[src/pmx_cfg.svh]
// Register indices, subregister codes, field positions and reset values.
`ifndef PMX_CFG_SVH
`define PMX_CFG_SVH

`define PMX_IDX_PA_ADDR 12'hfd0
`define PMX_IDX_PA_CTL 12'hfd1
`define PMX_IDX_PB_ADDR 12'hfd4
`define PMX_IDX_PB_CTL 12'hfd5
`define PMX_IDX_PC_ADDR 12'hfd8
`define PMX_IDX_PC_CTL 12'hfd9
`define PMX_IDX_PD_ADDR 12'hfdc
`define PMX_IDX_PD_CTL 12'hfdd
`define PMX_IDX_INT_STAT 12'hfe0
`define PMX_IDX_INT_MASK 12'hfe1
`define PMX_IDX_EDGE_SEL 12'hfe2

`define PMX_SUB_DIR 8'h01
`define PMX_SUB_ALT_EN 8'h02
`define PMX_SUB_FSS1 8'h07
`define PMX_SUB_FSS2 8'h08

`define PMX_BIT_CONV_IN4 0
`define PMX_BIT_CONV_IN5 1
`define PMX_BIT_CONV_IN6 2
`define PMX_BIT_COMP_OUT 3
`define PMX_BIT_PD_RESET 0

`define PMX_RST_ADDR 8'h00
`define PMX_RST_DIR 8'hff
`define PMX_RST_ALT_EN 8'h00
`define PMX_RST_ALT_EN_PD 8'h01
`define PMX_RST_FSS 8'h00
`define PMX_RST_EDGE_SEL 8'hff
`define PMX_RST_MASK 16'h0000
`define PMX_PD_IMPL 8'h01
`define PMX_FULL_IMPL 8'hff
`define PMX_PIN_IDLE 17'h10000

`endif

[src/pmx_pkg.sv]
// Shared types of the port function select block.
package pmx_pkg;
    typedef logic [7:0] pmx_byte_t;
    typedef enum {PMX_PA, PMX_PB, PMX_PC, PMX_PD} pmx_port_t;
endpackage

[src/pmx_pin_if.sv]
// Synchronised pin levels and edge pulses between the pin stage and the top.
`timescale 1ns/1ns
interface pmx_pin_if #(parameter int W = 17);
    logic [W-1:0] level;
    logic [W-1:0] rise;
    logic [W-1:0] fall;
    modport src (output level, output rise, output fall);
    modport dst (input level, input rise, input fall);
endinterface

[src/pmx_pin_sync.sv]
// Three-stage pin synchroniser with agreement filter and edge pulses.
`timescale 1ns/1ns
module pmx_pin_sync #(
    parameter int W = 17,
    parameter logic [W-1:0] IDLE = '0
) (
    input wire logic i_clk,
    input wire logic i_rst_n,
    input wire logic [W-1:0] i_raw,
    pmx_pin_if.src pins
);
    if (W < 1) begin : g_bad_width
        $error("pmx_pin_sync needs at least one pin");
    end

    for (genvar b = 0; b < W; b++) begin : g_bit
        logic s1_r;
        logic s2_r;
        logic s3_r;
        logic level_r;
        logic rise_r;
        logic fall_r;
        logic agree;

        assign agree = (s2_r == s3_r);

        // Stages start at the pin's idle level so no false edge follows reset.
        always_ff @(posedge i_clk) begin
            if (!i_rst_n) begin
                s1_r <= IDLE[b];
                s2_r <= IDLE[b];
                s3_r <= IDLE[b];
            end else begin
                s1_r <= i_raw[b];
                s2_r <= s1_r;
                s3_r <= s2_r;
            end
        end

        // A change counts only once the second and third stage agree.
        always_ff @(posedge i_clk) begin
            if (!i_rst_n) begin
                level_r <= IDLE[b];
                rise_r <= 1'b0;
                fall_r <= 1'b0;
            end else begin
                rise_r <= agree & s3_r & ~level_r;
                fall_r <= agree & ~s3_r & level_r;
                if (agree) begin
                    level_r <= s3_r;
                end
            end
        end

        assign pins.level[b] = level_r;
        assign pins.rise[b] = rise_r;
        assign pins.fall[b] = fall_r;
    end
endmodule

[src/pmx_port_mux.sv]
// Port function select mux with APB register access and pin edge interrupts.
//
// How it works
// - First port and fourth-port pin have no function set registers.
// - On those pins the alternate enable alone routes the single function.
// - Second set register exists on second and third ports, no effect.
// - Third-port analog function needs enable and first set bit together.
// - Third port: pins 0-2 analog when set, pin 3 comparator when clear.
// - Fourth-port pin defaults to external reset input role.
// - First-port pins raise interrupts on a selected rising or falling edge.
// - Third-port pins raise interrupts on every edge.
// - Active alternate function overrides the pin direction setting.
// - First set register reached as subregister 07h via the port address.
`timescale 1ns/1ns
`include "pmx_cfg.svh"
module pmx_port_mux #(
    parameter int PADDR_W = 16
) (
    input wire logic I_CLK,
    input wire logic I_RST_N,
    input wire logic I_PSEL,
    input wire logic I_PENABLE,
    input wire logic I_PWRITE,
    input wire logic [PADDR_W-1:0] I_PADDR,
    input wire logic [31:0] I_PWDATA,
    output logic [31:0] O_PRDATA,
    output logic O_PREADY,
    output logic O_PSLVERR,
    input wire pmx_pkg::pmx_byte_t I_PA_PIN,
    input wire pmx_pkg::pmx_byte_t I_PC_PIN,
    input wire logic I_PD_PIN,
    input wire pmx_pkg::pmx_byte_t I_PA_DOUT,
    input wire pmx_pkg::pmx_byte_t I_PA_ALT_DOUT,
    input wire pmx_pkg::pmx_byte_t I_PC_DOUT,
    input wire logic I_COMPARATOR_RESULT,
    output pmx_pkg::pmx_byte_t O_PA_OUT,
    output pmx_pkg::pmx_byte_t O_PA_OE_N,
    output pmx_pkg::pmx_byte_t O_PC_OUT,
    output pmx_pkg::pmx_byte_t O_PC_OE_N,
    output pmx_pkg::pmx_byte_t O_PA_ALT_EN,
    output logic O_CONV_IN4_COMP_POS_EN,
    output logic O_CONV_IN5_COMP_NEG_EN,
    output logic O_CONV_ANALOG_IN6_EN,
    output logic O_COMPARATOR_RESULT_OUT_EN,
    output logic O_PD_RESET_EN,
    output logic O_EXT_RESET_N,
    output logic O_IRQ
);
    import pmx_pkg::*;

    localparam int NP = 4;
    localparam logic [11:0] ADDR_IDX [NP] = '{`PMX_IDX_PA_ADDR,
        `PMX_IDX_PB_ADDR, `PMX_IDX_PC_ADDR, `PMX_IDX_PD_ADDR};
    localparam logic [11:0] CTL_IDX [NP] = '{`PMX_IDX_PA_CTL,
        `PMX_IDX_PB_CTL, `PMX_IDX_PC_CTL, `PMX_IDX_PD_CTL};

    if (PADDR_W < 15) begin : g_bad_addr
        $error("pmx_port_mux needs at least 15 address bits");
    end

    pmx_byte_t addr_r [NP];
    pmx_byte_t dir_r [NP];
    pmx_byte_t alt_en_r [NP];
    pmx_byte_t fss1_r [NP];
    pmx_byte_t fss2_r [NP];
    pmx_byte_t edge_sel_r;
    logic [15:0] stat_r;
    logic [15:0] stat_nxt;
    logic [15:0] mask_r;
    logic [15:0] events;
    logic ready_r;
    logic [11:0] idx;
    logic aligned;
    logic port_hit;
    logic is_ctl;
    logic [1:0] port_sel;
    logic hit;
    logic [31:0] rdata_nxt;
    logic wr;
    logic wr_addr;
    logic wr_sub;
    pmx_byte_t pc_sel;
    pmx_byte_t pc_out_nxt;
    pmx_byte_t pc_oe_n_nxt;
    logic comp_on;

    pmx_pin_if #(.W(17)) pins ();

    pmx_pin_sync #(.W(17), .IDLE(`PMX_PIN_IDLE)) u_sync (
        .i_clk(I_CLK),
        .i_rst_n(I_RST_N),
        .i_raw({I_PD_PIN, I_PC_PIN, I_PA_PIN}),
        .pins(pins)
    );

    function automatic logic has_fss(input logic [1:0] p);
        return (p == 2'(PMX_PB)) || (p == 2'(PMX_PC));
    endfunction

    function automatic pmx_byte_t impl_mask(input logic [1:0] p);
        return (p == 2'(PMX_PD)) ? `PMX_PD_IMPL : `PMX_FULL_IMPL;
    endfunction

    function automatic pmx_byte_t sub_read(input logic [1:0] p);
        pmx_byte_t v;
        v = '0;
        if (addr_r[p] == `PMX_SUB_DIR) begin
            v = dir_r[p];
        end else if (addr_r[p] == `PMX_SUB_ALT_EN) begin
            v = alt_en_r[p];
        end else if (addr_r[p] == `PMX_SUB_FSS1 && has_fss(p)) begin
            v = fss1_r[p];
        end else if (addr_r[p] == `PMX_SUB_FSS2 && has_fss(p)) begin
            v = fss2_r[p];
        end
        return v;
    endfunction

    assign idx = I_PADDR[13:2];
    assign aligned = (I_PADDR[1:0] == 2'h0) &&
        (I_PADDR[PADDR_W-1:14] == '0);
    assign wr = I_PSEL & I_PENABLE & I_PWRITE & ready_r;
    assign wr_addr = wr & hit & port_hit & ~is_ctl;
    assign wr_sub = wr & hit & port_hit & is_ctl;

    always_comb begin
        port_hit = 1'b0;
        is_ctl = 1'b0;
        port_sel = 2'h0;
        for (int p = 0; p < NP; p++) begin
            if (idx == ADDR_IDX[p]) begin
                port_hit = 1'b1;
                port_sel = 2'(p);
            end else if (idx == CTL_IDX[p]) begin
                port_hit = 1'b1;
                is_ctl = 1'b1;
                port_sel = 2'(p);
            end
        end
    end

    always_comb begin
        rdata_nxt = '0;
        hit = 1'b1;
        if (!aligned) begin
            hit = 1'b0;
        end else if (idx == `PMX_IDX_INT_STAT) begin
            rdata_nxt = {16'h0000, stat_r};
        end else if (idx == `PMX_IDX_INT_MASK) begin
            rdata_nxt = {16'h0000, mask_r};
        end else if (idx == `PMX_IDX_EDGE_SEL) begin
            rdata_nxt = {24'h000000, edge_sel_r};
        end else if (port_hit && is_ctl) begin
            rdata_nxt = {24'h000000, sub_read(port_sel)};
        end else if (port_hit) begin
            rdata_nxt = {24'h000000, addr_r[port_sel]};
        end else begin
            hit = 1'b0;
        end
    end

    // Every transfer completes without wait states; read data are caught at setup.
    always_ff @(posedge I_CLK) begin
        if (!I_RST_N) begin
            ready_r <= 1'b0;
            O_PRDATA <= '0;
            O_PSLVERR <= 1'b0;
        end else begin
            ready_r <= I_PSEL & ~I_PENABLE;
            if (I_PSEL && !I_PENABLE) begin
                O_PRDATA <= I_PWRITE ? 32'h00000000 : rdata_nxt;
                O_PSLVERR <= ~hit;
            end
        end
    end
    assign O_PREADY = ready_r;

    always_ff @(posedge I_CLK) begin
        if (!I_RST_N) begin
            for (int p = 0; p < NP; p++) begin
                addr_r[p] <= `PMX_RST_ADDR;
            end
        end else if (wr_addr) begin
            addr_r[port_sel] <= I_PWDATA[7:0];
        end
    end

    always_ff @(posedge I_CLK) begin
        if (!I_RST_N) begin
            for (int p = 0; p < NP; p++) begin
                dir_r[p] <= `PMX_RST_DIR & impl_mask(2'(p));
                alt_en_r[p] <= (p == int'(PMX_PD)) ? `PMX_RST_ALT_EN_PD
                    : `PMX_RST_ALT_EN;
                fss1_r[p] <= `PMX_RST_FSS;
                fss2_r[p] <= `PMX_RST_FSS;
            end
        end else if (wr_sub) begin
            if (addr_r[port_sel] == `PMX_SUB_DIR) begin
                dir_r[port_sel] <= I_PWDATA[7:0] & impl_mask(port_sel);
            end else if (addr_r[port_sel] == `PMX_SUB_ALT_EN) begin
                alt_en_r[port_sel] <= I_PWDATA[7:0] & impl_mask(port_sel);
            end else if (addr_r[port_sel] == `PMX_SUB_FSS1 &&
                has_fss(port_sel)) begin
                fss1_r[port_sel] <= I_PWDATA[7:0];
            end else if (addr_r[port_sel] == `PMX_SUB_FSS2 &&
                has_fss(port_sel)) begin
                fss2_r[port_sel] <= I_PWDATA[7:0];
            end
        end
    end

    always_ff @(posedge I_CLK) begin
        if (!I_RST_N) begin
            mask_r <= `PMX_RST_MASK;
            edge_sel_r <= `PMX_RST_EDGE_SEL;
        end else if (wr && hit && idx == `PMX_IDX_INT_MASK) begin
            mask_r <= I_PWDATA[15:0];
        end else if (wr && hit && idx == `PMX_IDX_EDGE_SEL) begin
            edge_sel_r <= I_PWDATA[7:0];
        end
    end

    // Edge select bit one means rising edge on that first-port pin.
    assign events[7:0] = (pins.rise[7:0] & edge_sel_r) |
        (pins.fall[7:0] & ~edge_sel_r);
    assign events[15:8] = pins.rise[15:8] | pins.fall[15:8];

    // A new event wins over a write-one clear in the same cycle.
    always_comb begin
        stat_nxt = stat_r;
        if (wr && hit && idx == `PMX_IDX_INT_STAT) begin
            stat_nxt = stat_r & ~I_PWDATA[15:0];
        end
        stat_nxt = stat_nxt | events;
    end

    always_ff @(posedge I_CLK) begin
        if (!I_RST_N) begin
            stat_r <= '0;
            O_IRQ <= 1'b0;
        end else begin
            stat_r <= stat_nxt;
            O_IRQ <= |(stat_r & mask_r);
        end
    end

    assign pc_sel = alt_en_r[PMX_PC] & fss1_r[PMX_PC];
    assign comp_on = alt_en_r[PMX_PC][`PMX_BIT_COMP_OUT] &
        ~fss1_r[PMX_PC][`PMX_BIT_COMP_OUT];

    always_comb begin
        pc_out_nxt = I_PC_DOUT;
        pc_oe_n_nxt = dir_r[PMX_PC];
        pc_oe_n_nxt[2:0] = dir_r[PMX_PC][2:0] | pc_sel[2:0];
        if (comp_on) begin
            pc_out_nxt[`PMX_BIT_COMP_OUT] = I_COMPARATOR_RESULT;
            pc_oe_n_nxt[`PMX_BIT_COMP_OUT] = 1'b0;
        end
    end

    always_ff @(posedge I_CLK) begin
        if (!I_RST_N) begin
            O_PA_OUT <= '0;
            O_PA_OE_N <= `PMX_RST_DIR;
            O_PA_ALT_EN <= `PMX_RST_ALT_EN;
        end else begin
            O_PA_OUT <= (alt_en_r[PMX_PA] & I_PA_ALT_DOUT) |
                (~alt_en_r[PMX_PA] & I_PA_DOUT);
            O_PA_OE_N <= ~alt_en_r[PMX_PA] & dir_r[PMX_PA];
            O_PA_ALT_EN <= alt_en_r[PMX_PA];
        end
    end

    always_ff @(posedge I_CLK) begin
        if (!I_RST_N) begin
            O_PC_OUT <= '0;
            O_PC_OE_N <= `PMX_RST_DIR;
            O_CONV_IN4_COMP_POS_EN <= 1'b0;
            O_CONV_IN5_COMP_NEG_EN <= 1'b0;
            O_CONV_ANALOG_IN6_EN <= 1'b0;
            O_COMPARATOR_RESULT_OUT_EN <= 1'b0;
        end else begin
            O_PC_OUT <= pc_out_nxt;
            O_PC_OE_N <= pc_oe_n_nxt;
            O_CONV_IN4_COMP_POS_EN <= pc_sel[`PMX_BIT_CONV_IN4];
            O_CONV_IN5_COMP_NEG_EN <= pc_sel[`PMX_BIT_CONV_IN5];
            O_CONV_ANALOG_IN6_EN <= pc_sel[`PMX_BIT_CONV_IN6];
            O_COMPARATOR_RESULT_OUT_EN <= comp_on;
        end
    end

    // The reset role needs only its enable bit; the pin is input only.
    always_ff @(posedge I_CLK) begin
        if (!I_RST_N) begin
            O_PD_RESET_EN <= 1'b1;
            O_EXT_RESET_N <= 1'b1;
        end else begin
            O_PD_RESET_EN <= alt_en_r[PMX_PD][`PMX_BIT_PD_RESET];
            O_EXT_RESET_N <= ~alt_en_r[PMX_PD][`PMX_BIT_PD_RESET] |
                pins.level[16];
        end
    end

    a_no_fss_regs: assert property (
        @(posedge I_CLK) disable iff (!I_RST_N)
        fss1_r[PMX_PA] == 8'h00 && fss2_r[PMX_PA] == 8'h00 &&
        fss1_r[PMX_PD] == 8'h00 && fss2_r[PMX_PD] == 8'h00)
        else $error("function set register held on a single-use port");

    a_pa_alt_drive: assert property (
        @(posedge I_CLK) disable iff (!I_RST_N)
        alt_en_r[PMX_PA] != 8'h00 |=>
        (O_PA_OE_N & $past(alt_en_r[PMX_PA])) == 8'h00 &&
        O_PA_ALT_EN == $past(alt_en_r[PMX_PA]))
        else $error("first port alternate pin not driven");

    a_fss2_no_effect: assert property (
        @(posedge I_CLK) disable iff (!I_RST_N)
        $changed(fss2_r[PMX_PC]) && $stable(fss1_r[PMX_PC]) &&
        $stable(alt_en_r[PMX_PC]) && $stable(dir_r[PMX_PC]) &&
        $stable(I_PC_DOUT) && $stable(I_COMPARATOR_RESULT) |=>
        $stable(O_PC_OE_N) && $stable(O_PC_OUT))
        else $error("second set register changed a pin");

    a_pc_needs_en: assert property (
        @(posedge I_CLK) disable iff (!I_RST_N)
        alt_en_r[PMX_PC][2:0] == 3'h0 |=> !O_CONV_IN4_COMP_POS_EN &&
        !O_CONV_IN5_COMP_NEG_EN && !O_CONV_ANALOG_IN6_EN)
        else $error("analog route without its enable");

    a_pc_analog_in: assert property (
        @(posedge I_CLK) disable iff (!I_RST_N)
        alt_en_r[PMX_PC][1] && fss1_r[PMX_PC][1] |=>
        O_CONV_IN5_COMP_NEG_EN && O_PC_OE_N[1])
        else $error("negative input pin not routed");

    a_pc_comp_out: assert property (
        @(posedge I_CLK) disable iff (!I_RST_N)
        alt_en_r[PMX_PC][3] && !fss1_r[PMX_PC][3] |=>
        O_COMPARATOR_RESULT_OUT_EN && !O_PC_OE_N[3] &&
        O_PC_OUT[3] == $past(I_COMPARATOR_RESULT))
        else $error("comparator output not on pin");

    a_pd_reset_role: assert property (
        @(posedge I_CLK) $rose(I_RST_N) |-> ##1 O_PD_RESET_EN [*2])
        else $error("reset role not default after reset");

    a_sel_edge_irq: assert property (
        @(posedge I_CLK) disable iff (!I_RST_N)
        pins.rise[0] && edge_sel_r[0] ##1 mask_r[0] |=> O_IRQ)
        else $error("selected rising edge raised no interrupt");

    a_any_edge_irq: assert property (
        @(posedge I_CLK) disable iff (!I_RST_N)
        pins.fall[8] || pins.rise[8] |=> stat_r[8])
        else $error("third port edge not recorded");

    a_fss1_write: assert property (
        @(posedge I_CLK) disable iff (!I_RST_N)
        wr_sub && port_sel == 2'(PMX_PC) &&
        addr_r[PMX_PC] == `PMX_SUB_FSS1 |=>
        fss1_r[PMX_PC] == $past(I_PWDATA[7:0]))
        else $error("subregister 07h write lost");

    a_upper_plain: assert property (
        @(posedge I_CLK) disable iff (!I_RST_N)
        1'b1 |=> O_PC_OE_N[7:4] == $past(dir_r[PMX_PC][7:4]) &&
        O_PC_OUT[7:4] == $past(I_PC_DOUT[7:4]))
        else $error("upper third port pin not plain");
endmodule

[config.mk]
export PLATFORM = sky130hd
export DESIGN_NAME = pmx_port_mux
export DESIGN_NICKNAME = d
export VERILOG_FILES = /design/src/pmx_pkg.sv /design/src/pmx_pin_if.sv /design/src/pmx_pin_sync.sv /design/src/pmx_port_mux.sv
export VERILOG_INCLUDE_DIRS = /design/src
export SDC_FILE = /design/constraint.sdc
export NUM_CORES = 1
export LEC_CHECK = 0
export BUFFER_PORTS_ARGS = -buffer_cell sky130_fd_sc_hd__buf_2
export CORE_MARGIN = 4
export CORE_UTILIZATION = 65
export CTS_BUF_LIST = sky130_fd_sc_hd__clkbuf_4 sky130_fd_sc_hd__clkbuf_8
export CTS_CLUSTER_DIAMETER = 100
export DETAILED_ROUTE_END_ITERATION = 8
export PLACE_DENSITY = 0.88
export SLEW_MARGIN = 10
export SYNTH_ARGS = -nofsm -noshare
export SYNTH_HDL_FRONTEND = slang
export SYNTH_HIERARCHICAL = 1
export SYNTH_SLANG_ARGS = --single-unit
[constraint.sdc]
create_clock -name I_CLK -period 12.1 [get_ports I_CLK]
set_input_delay 1.815 -clock I_CLK [delete_from_list [all_inputs] [get_ports I_CLK]]
set_output_delay 1.815 -clock I_CLK [all_outputs]
set_load 0.005 [all_outputs]
Word level (Yosys, flattened, before mapping)
Memory sizes are Yosys's and may differ from the RTL's.
Cells that the tools add are included.
{"block": "op_classes", "eq_ne": 35, "reduce_logical": 20, "n_mux": 83, "n_bitwise": 129}
{"op": "12-bit == test (second input constant)", "n": 11}
{"op": "8-bit 2-to-1 mux", "n": 13}
{"op": "1-bit AND", "n": 73}
{"op": "16-bit 2-to-1 mux", "n": 4}
{"op": "1-bit 2-to-1 mux", "n": 56}
{"op": "8-bit AND", "n": 6}
{"op": "8-bit OR reduction", "n": 5}
{"op": "1-bit NOT", "n": 38}
{"op": "16-bit AND", "n": 2}
{"op": "32-bit 2-to-1 mux", "n": 1}
{"op": "8-bit OR", "n": 3}
{"op": "2-bit 2-to-1 mux", "n": 9}
{"op": "1-bit == test", "n": 17}
{"op": "16-bit NOT", "n": 1}
{"op": "8-bit NOT", "n": 2}
{"op": "16-bit OR", "n": 1}
{"op": "16-bit OR reduction", "n": 1}
{"op": "1-bit logical AND", "n": 9}
{"op": "8-bit by 1-bit == test with 1-bit output (second input constant)", "n": 1}
{"op": "8-bit by 2-bit == test with 1-bit output (second input constant)", "n": 1}
{"op": "8-bit by 3-bit == test with 1-bit output (second input constant)", "n": 1}
{"op": "8-bit by 4-bit == test with 1-bit output (second input constant)", "n": 1}
{"op": "2-bit == test (second input constant)", "n": 2}
{"op": "2-bit logical NOT", "n": 2}
{"op": "7 further kinds", "n": 7}
{"block": "word_totals", "inputBits": 95, "reg_bits": 221, "n_memories": 5, "elab_cells": 390, "ram_bits": 160, "out_inout_bits": 81}
{"memory": "addr_r", "words": 4, "width": 8, "rd": 1, "rd_ports_with_merged_regs": 0, "write_ports": 4, "line_no": "pmx_port_mux.sv:61", "text": "pmx_byte_t addr_r [NP];"}
{"memory": "alt_en_r", "words": 4, "width": 8, "rd": 4, "rd_ports_with_merged_regs": 0, "write_ports": 4, "line_no": "pmx_port_mux.sv:63", "text": "pmx_byte_t alt_en_r [NP];"}
{"memory": "dir_r", "words": 4, "width": 8, "rd": 3, "rd_ports_with_merged_regs": 0, "write_ports": 4, "line_no": "pmx_port_mux.sv:62", "text": "pmx_byte_t dir_r [NP];"}
{"memory": "fss1_r", "words": 4, "width": 8, "rd": 2, "rd_ports_with_merged_regs": 0, "write_ports": 4, "line_no": "pmx_port_mux.sv:64", "text": "pmx_byte_t fss1_r [NP];"}
{"memory": "fss2_r", "words": 4, "width": 8, "rd": 1, "rd_ports_with_merged_regs": 0, "write_ports": 4, "line_no": "pmx_port_mux.sv:65", "text": "pmx_byte_t fss2_r [NP];"}

Logic depth before layout (Yosys ltp)
{"block": "logic_depth", "ltp_word": 23, "depth_mapped": 14, "depth_no_buf": 10}

Cells and area by module
The synthesis kept the hierarchy.
{"module": "pmx_port_mux", "n_inst": 1, "seq_area_each_um2": 6906.6, "area_per_inst_um2": 11990.2, "cells_each": 1151}
{"module": "pmx_pin_sync", "n_inst": 1, "seq_area_each_um2": 2042.0, "area_per_inst_um2": 3900.0, "cells_each": 368}

Worst setup path after synthesis
Ideal clock, no wire load.
{"block": "synth_path", "path_kind": "input-to-reg", "startpoint": "in I_PADDR[5]", "endpoint": "mem fss2_r[0][0] in the netlist's numbering, enable pin", "required_ns": 11.716, "setup_ns": 0.384, "slack_ns": 6.794, "stages": 12, "arrival_time_ns": 4.922, "n_path_buf": 3, "path_cell_list": "clkbuf_2 -> and4bb_2 -> nand3_4 -> inv_2 -> clkbuf_1 -> buf_1 -> ha_1 -> o21ai_0 -> or4_4 -> nor2_2 -> nand2_1 -> o21ai_0"}
{"element": "from (decl)", "line_no": "pmx_port_mux.sv:24", "text": "input wire logic [PADDR_W-1:0] I_PADDR,"}
{"element": "to (decl)", "line_no": "pmx_port_mux.sv:65"}

==> flow_summary.json <==
{
  "tns_ps": 0,
  "layout-drive-gt1-share_pct": 18.52,
  "cp-end-kind": "flop",
  "place_ws_ps": 6020,
  "rsz0062_at_grt": "no",
  "wl_microns": 37850,
  "antenna_cells": 0,
  "cts_tree": "done",
  "clockRootBuffer": "clkbuf_8",
  "post-cts-setup-buffers": 0,
  "wl_per_cell_microns": 19.47,
  "finalCritPeriodShare_pct": 46.81,
  "p_leak_nw": 7.350,
  "holdBufCountCts": 0,
  "placed_area_sq_mm": 0.01616,
  "crit_start": "I_PADDR[3]",
  "worstSkewPairLatency_ps": 610,
  "fp.dieArea_sq_mm": 0.02669,
  "slew_headroom_pct": 16.03,
  "yosysWarnings": 6,
  "track_usage_pct": 27.84,
  "cts-buffers-inserted": 56,
  "path_buf_inv": 2,
  "vias_per_cell": 5.930,
  "critical-path-top-delay-family": "simple AND/OR/NAND/NOR gates",
  "gp_congestion": 0.9646,
  "crit_path_start_kind": "primary input",
  "period_needed_ps": 5664,
  "syn_inst": 1495,
  "finalSetupViolations": 0,
  "antenna_found_initial": 2,
  "reg2reg_depth": 7,
  "fp.dieH_microns": 163.4,
  "crit_end": "dir_r[1][0]",
  "status": "finished clean",
  "start_util_pct": 66.44,
  "cp.arrival_ps": 5880,
  "cap_violations": 0,
  "rr_startpoint": "addr_r[0][4]",
  "syn-mean-instance-area_sq_um": 10.49,
  "netlist_area_sq_mm": 0.01569,
  "grt_first_pass_wirelength_microns": 58320,
  "p_per_area_mw_per_mm2": 146.0,
  "max_freq_ghz": 0.1765,
  "final_common_cell": "dfxtp_1",
  "dr.pass1.iters": 6,
  "mostFrequentLayoutCells": "dfxtp_1, nand2_1, edfxtp_1",
  "hold_viol_final": 0,
  "num_rows": 56,
  "tightest_slew_ps": 1246,
  "reg2reg_to": "dir_r[1][0]",
  "design_area_sq_mm": 0.01744,
  "drc": 0,
  "clock-sinks": 365,
  "grt-ovfl-total": 0,
  "cp.required_ps": 12320,
  "layout.nets": 1706,
  "grt_max_degree": 83,
  "postCtsResizedCells": 0,
  "crit_cells": 9,
  "met2WireLength_microns": 18770,
  "wl_met1_microns": 13390,
  "cp_common_cell": "nand3b_1",
  "cp_slowest_cell": "o21ai_0",
  "clk_pin_slew_worst_paths_ps": 60,
  "fin_ws_ps": 6436,
  "dp_hpwl_microns": 24930,
  "via_count": 11527,
  "clock_skew_ps": 23.65,
  "critPathMaxStageDelay_ps": 1110,
  "met3WireLength_microns": 3715,
  "port_buffers": 143,
  "r2r_slack_ps": 8420,
  "ios": 176,
  "htreeDepth": 2,
  "slew_violations": 0,
  "grt_pass1_vias": 11208,
  "hp-class": "reg2reg",
  "top_layer": "met5",
  "cp_max_fo": 43,
  "area_growth_pct": 11.15,
  "path_class": "in2reg",
  "core_sq_mm": 0.02361,
  "cts_buffer_depth": 3,
  "die_w_microns": 163.4,
  "drt_iter0_markers": 1406,
  "path_cells": "buf_2, and4bb_2, nand3_4, inv_2, nor3_1, a211oi_2, nand3b_1, nand3b_1, o21ai_0",
  "irDropWorstVdd_mv": 0.1281,
  "detail-route-antenna-nets": 0,
  "holdWs_ps": 423.6
}
## registers in the layout, summed over array words and instances (netlist names), 17 cells and up
register	cells
addr_r	32
alt_en_r	32
dir_r	32
fss1_r	32
fss2_r	32
u_sync/g_bit.level_r	17
u_sync/g_bit.s1_r	17
u_sync/g_bit.s2_r	17
u_sync/g_bit.s3_r	17
## through the flow
| stage | total power [W] | std cells | util, % |
|---|---|---|---|
| CTS | 0.002552 | 1944 | 73.85 |
| detailed placement | 0.001467 | 1838 | 68.45 |
| global placement | 0.001460 | 1838 | 68.45 |
| floorplan | 0.001423 | 1510 | - |
| global route | 0.002628 | 1944 | 73.85 |
| finish | 0.002546 | 1944 | 73.85 |
## report_power, final
| part | switching, W | leakage (nW) | internal [W] |
|---|---|---|---|
| Sequential | 0.0000140 | 3.24 | 0.00132 |
| Clock | 0.000476 | 0.687 | 0.000627 |
| Combinational | 0.0000740 | 3.42 | 0.0000387 |
| Total | 0.000564 | 7.35 | 0.00198 |
## routing by layer
layer  track usage (%)  vias up
met2             47.72      677
met1             33.64     5378
li1                  -     5307
met4             13.76        4
met5                 0        -
met3             5.602      161
## area by class of cell
type	instances	area, sq um
flip-flops and latches	365	8909
inverters	60	225.2
well taps	319	399.1
clock inverters	12	81.33
repair buffers	159	838.3
clock buffers	94	1194
multi-input cells	935	5792
fillers	1545	6175
## worst min-delay path by stage
| stage | from | end | cells after the start |
|---|---|---|---|
| finish | u_sync/g_bit[1].level_r | u_sync/g_bit[1].rise_r | 1 |
| global placement | u_sync/g_bit[16].s1_r | u_sync/g_bit[16].s2_r | 1 |
| detailed placement | u_sync/g_bit[16].s1_r | u_sync/g_bit[16].s2_r | 1 |
| global route | u_sync/g_bit[0].s1_r | u_sync/g_bit[0].s2_r | 1 |
| floorplan | u_sync/g_bit[16].s1_r | u_sync/g_bit[16].s2_r | 1 |
| CTS | u_sync/g_bit[9].level_r | u_sync/g_bit[9].rise_r | 1 |
No activity file was read; power rests on OpenSTA's default activity.
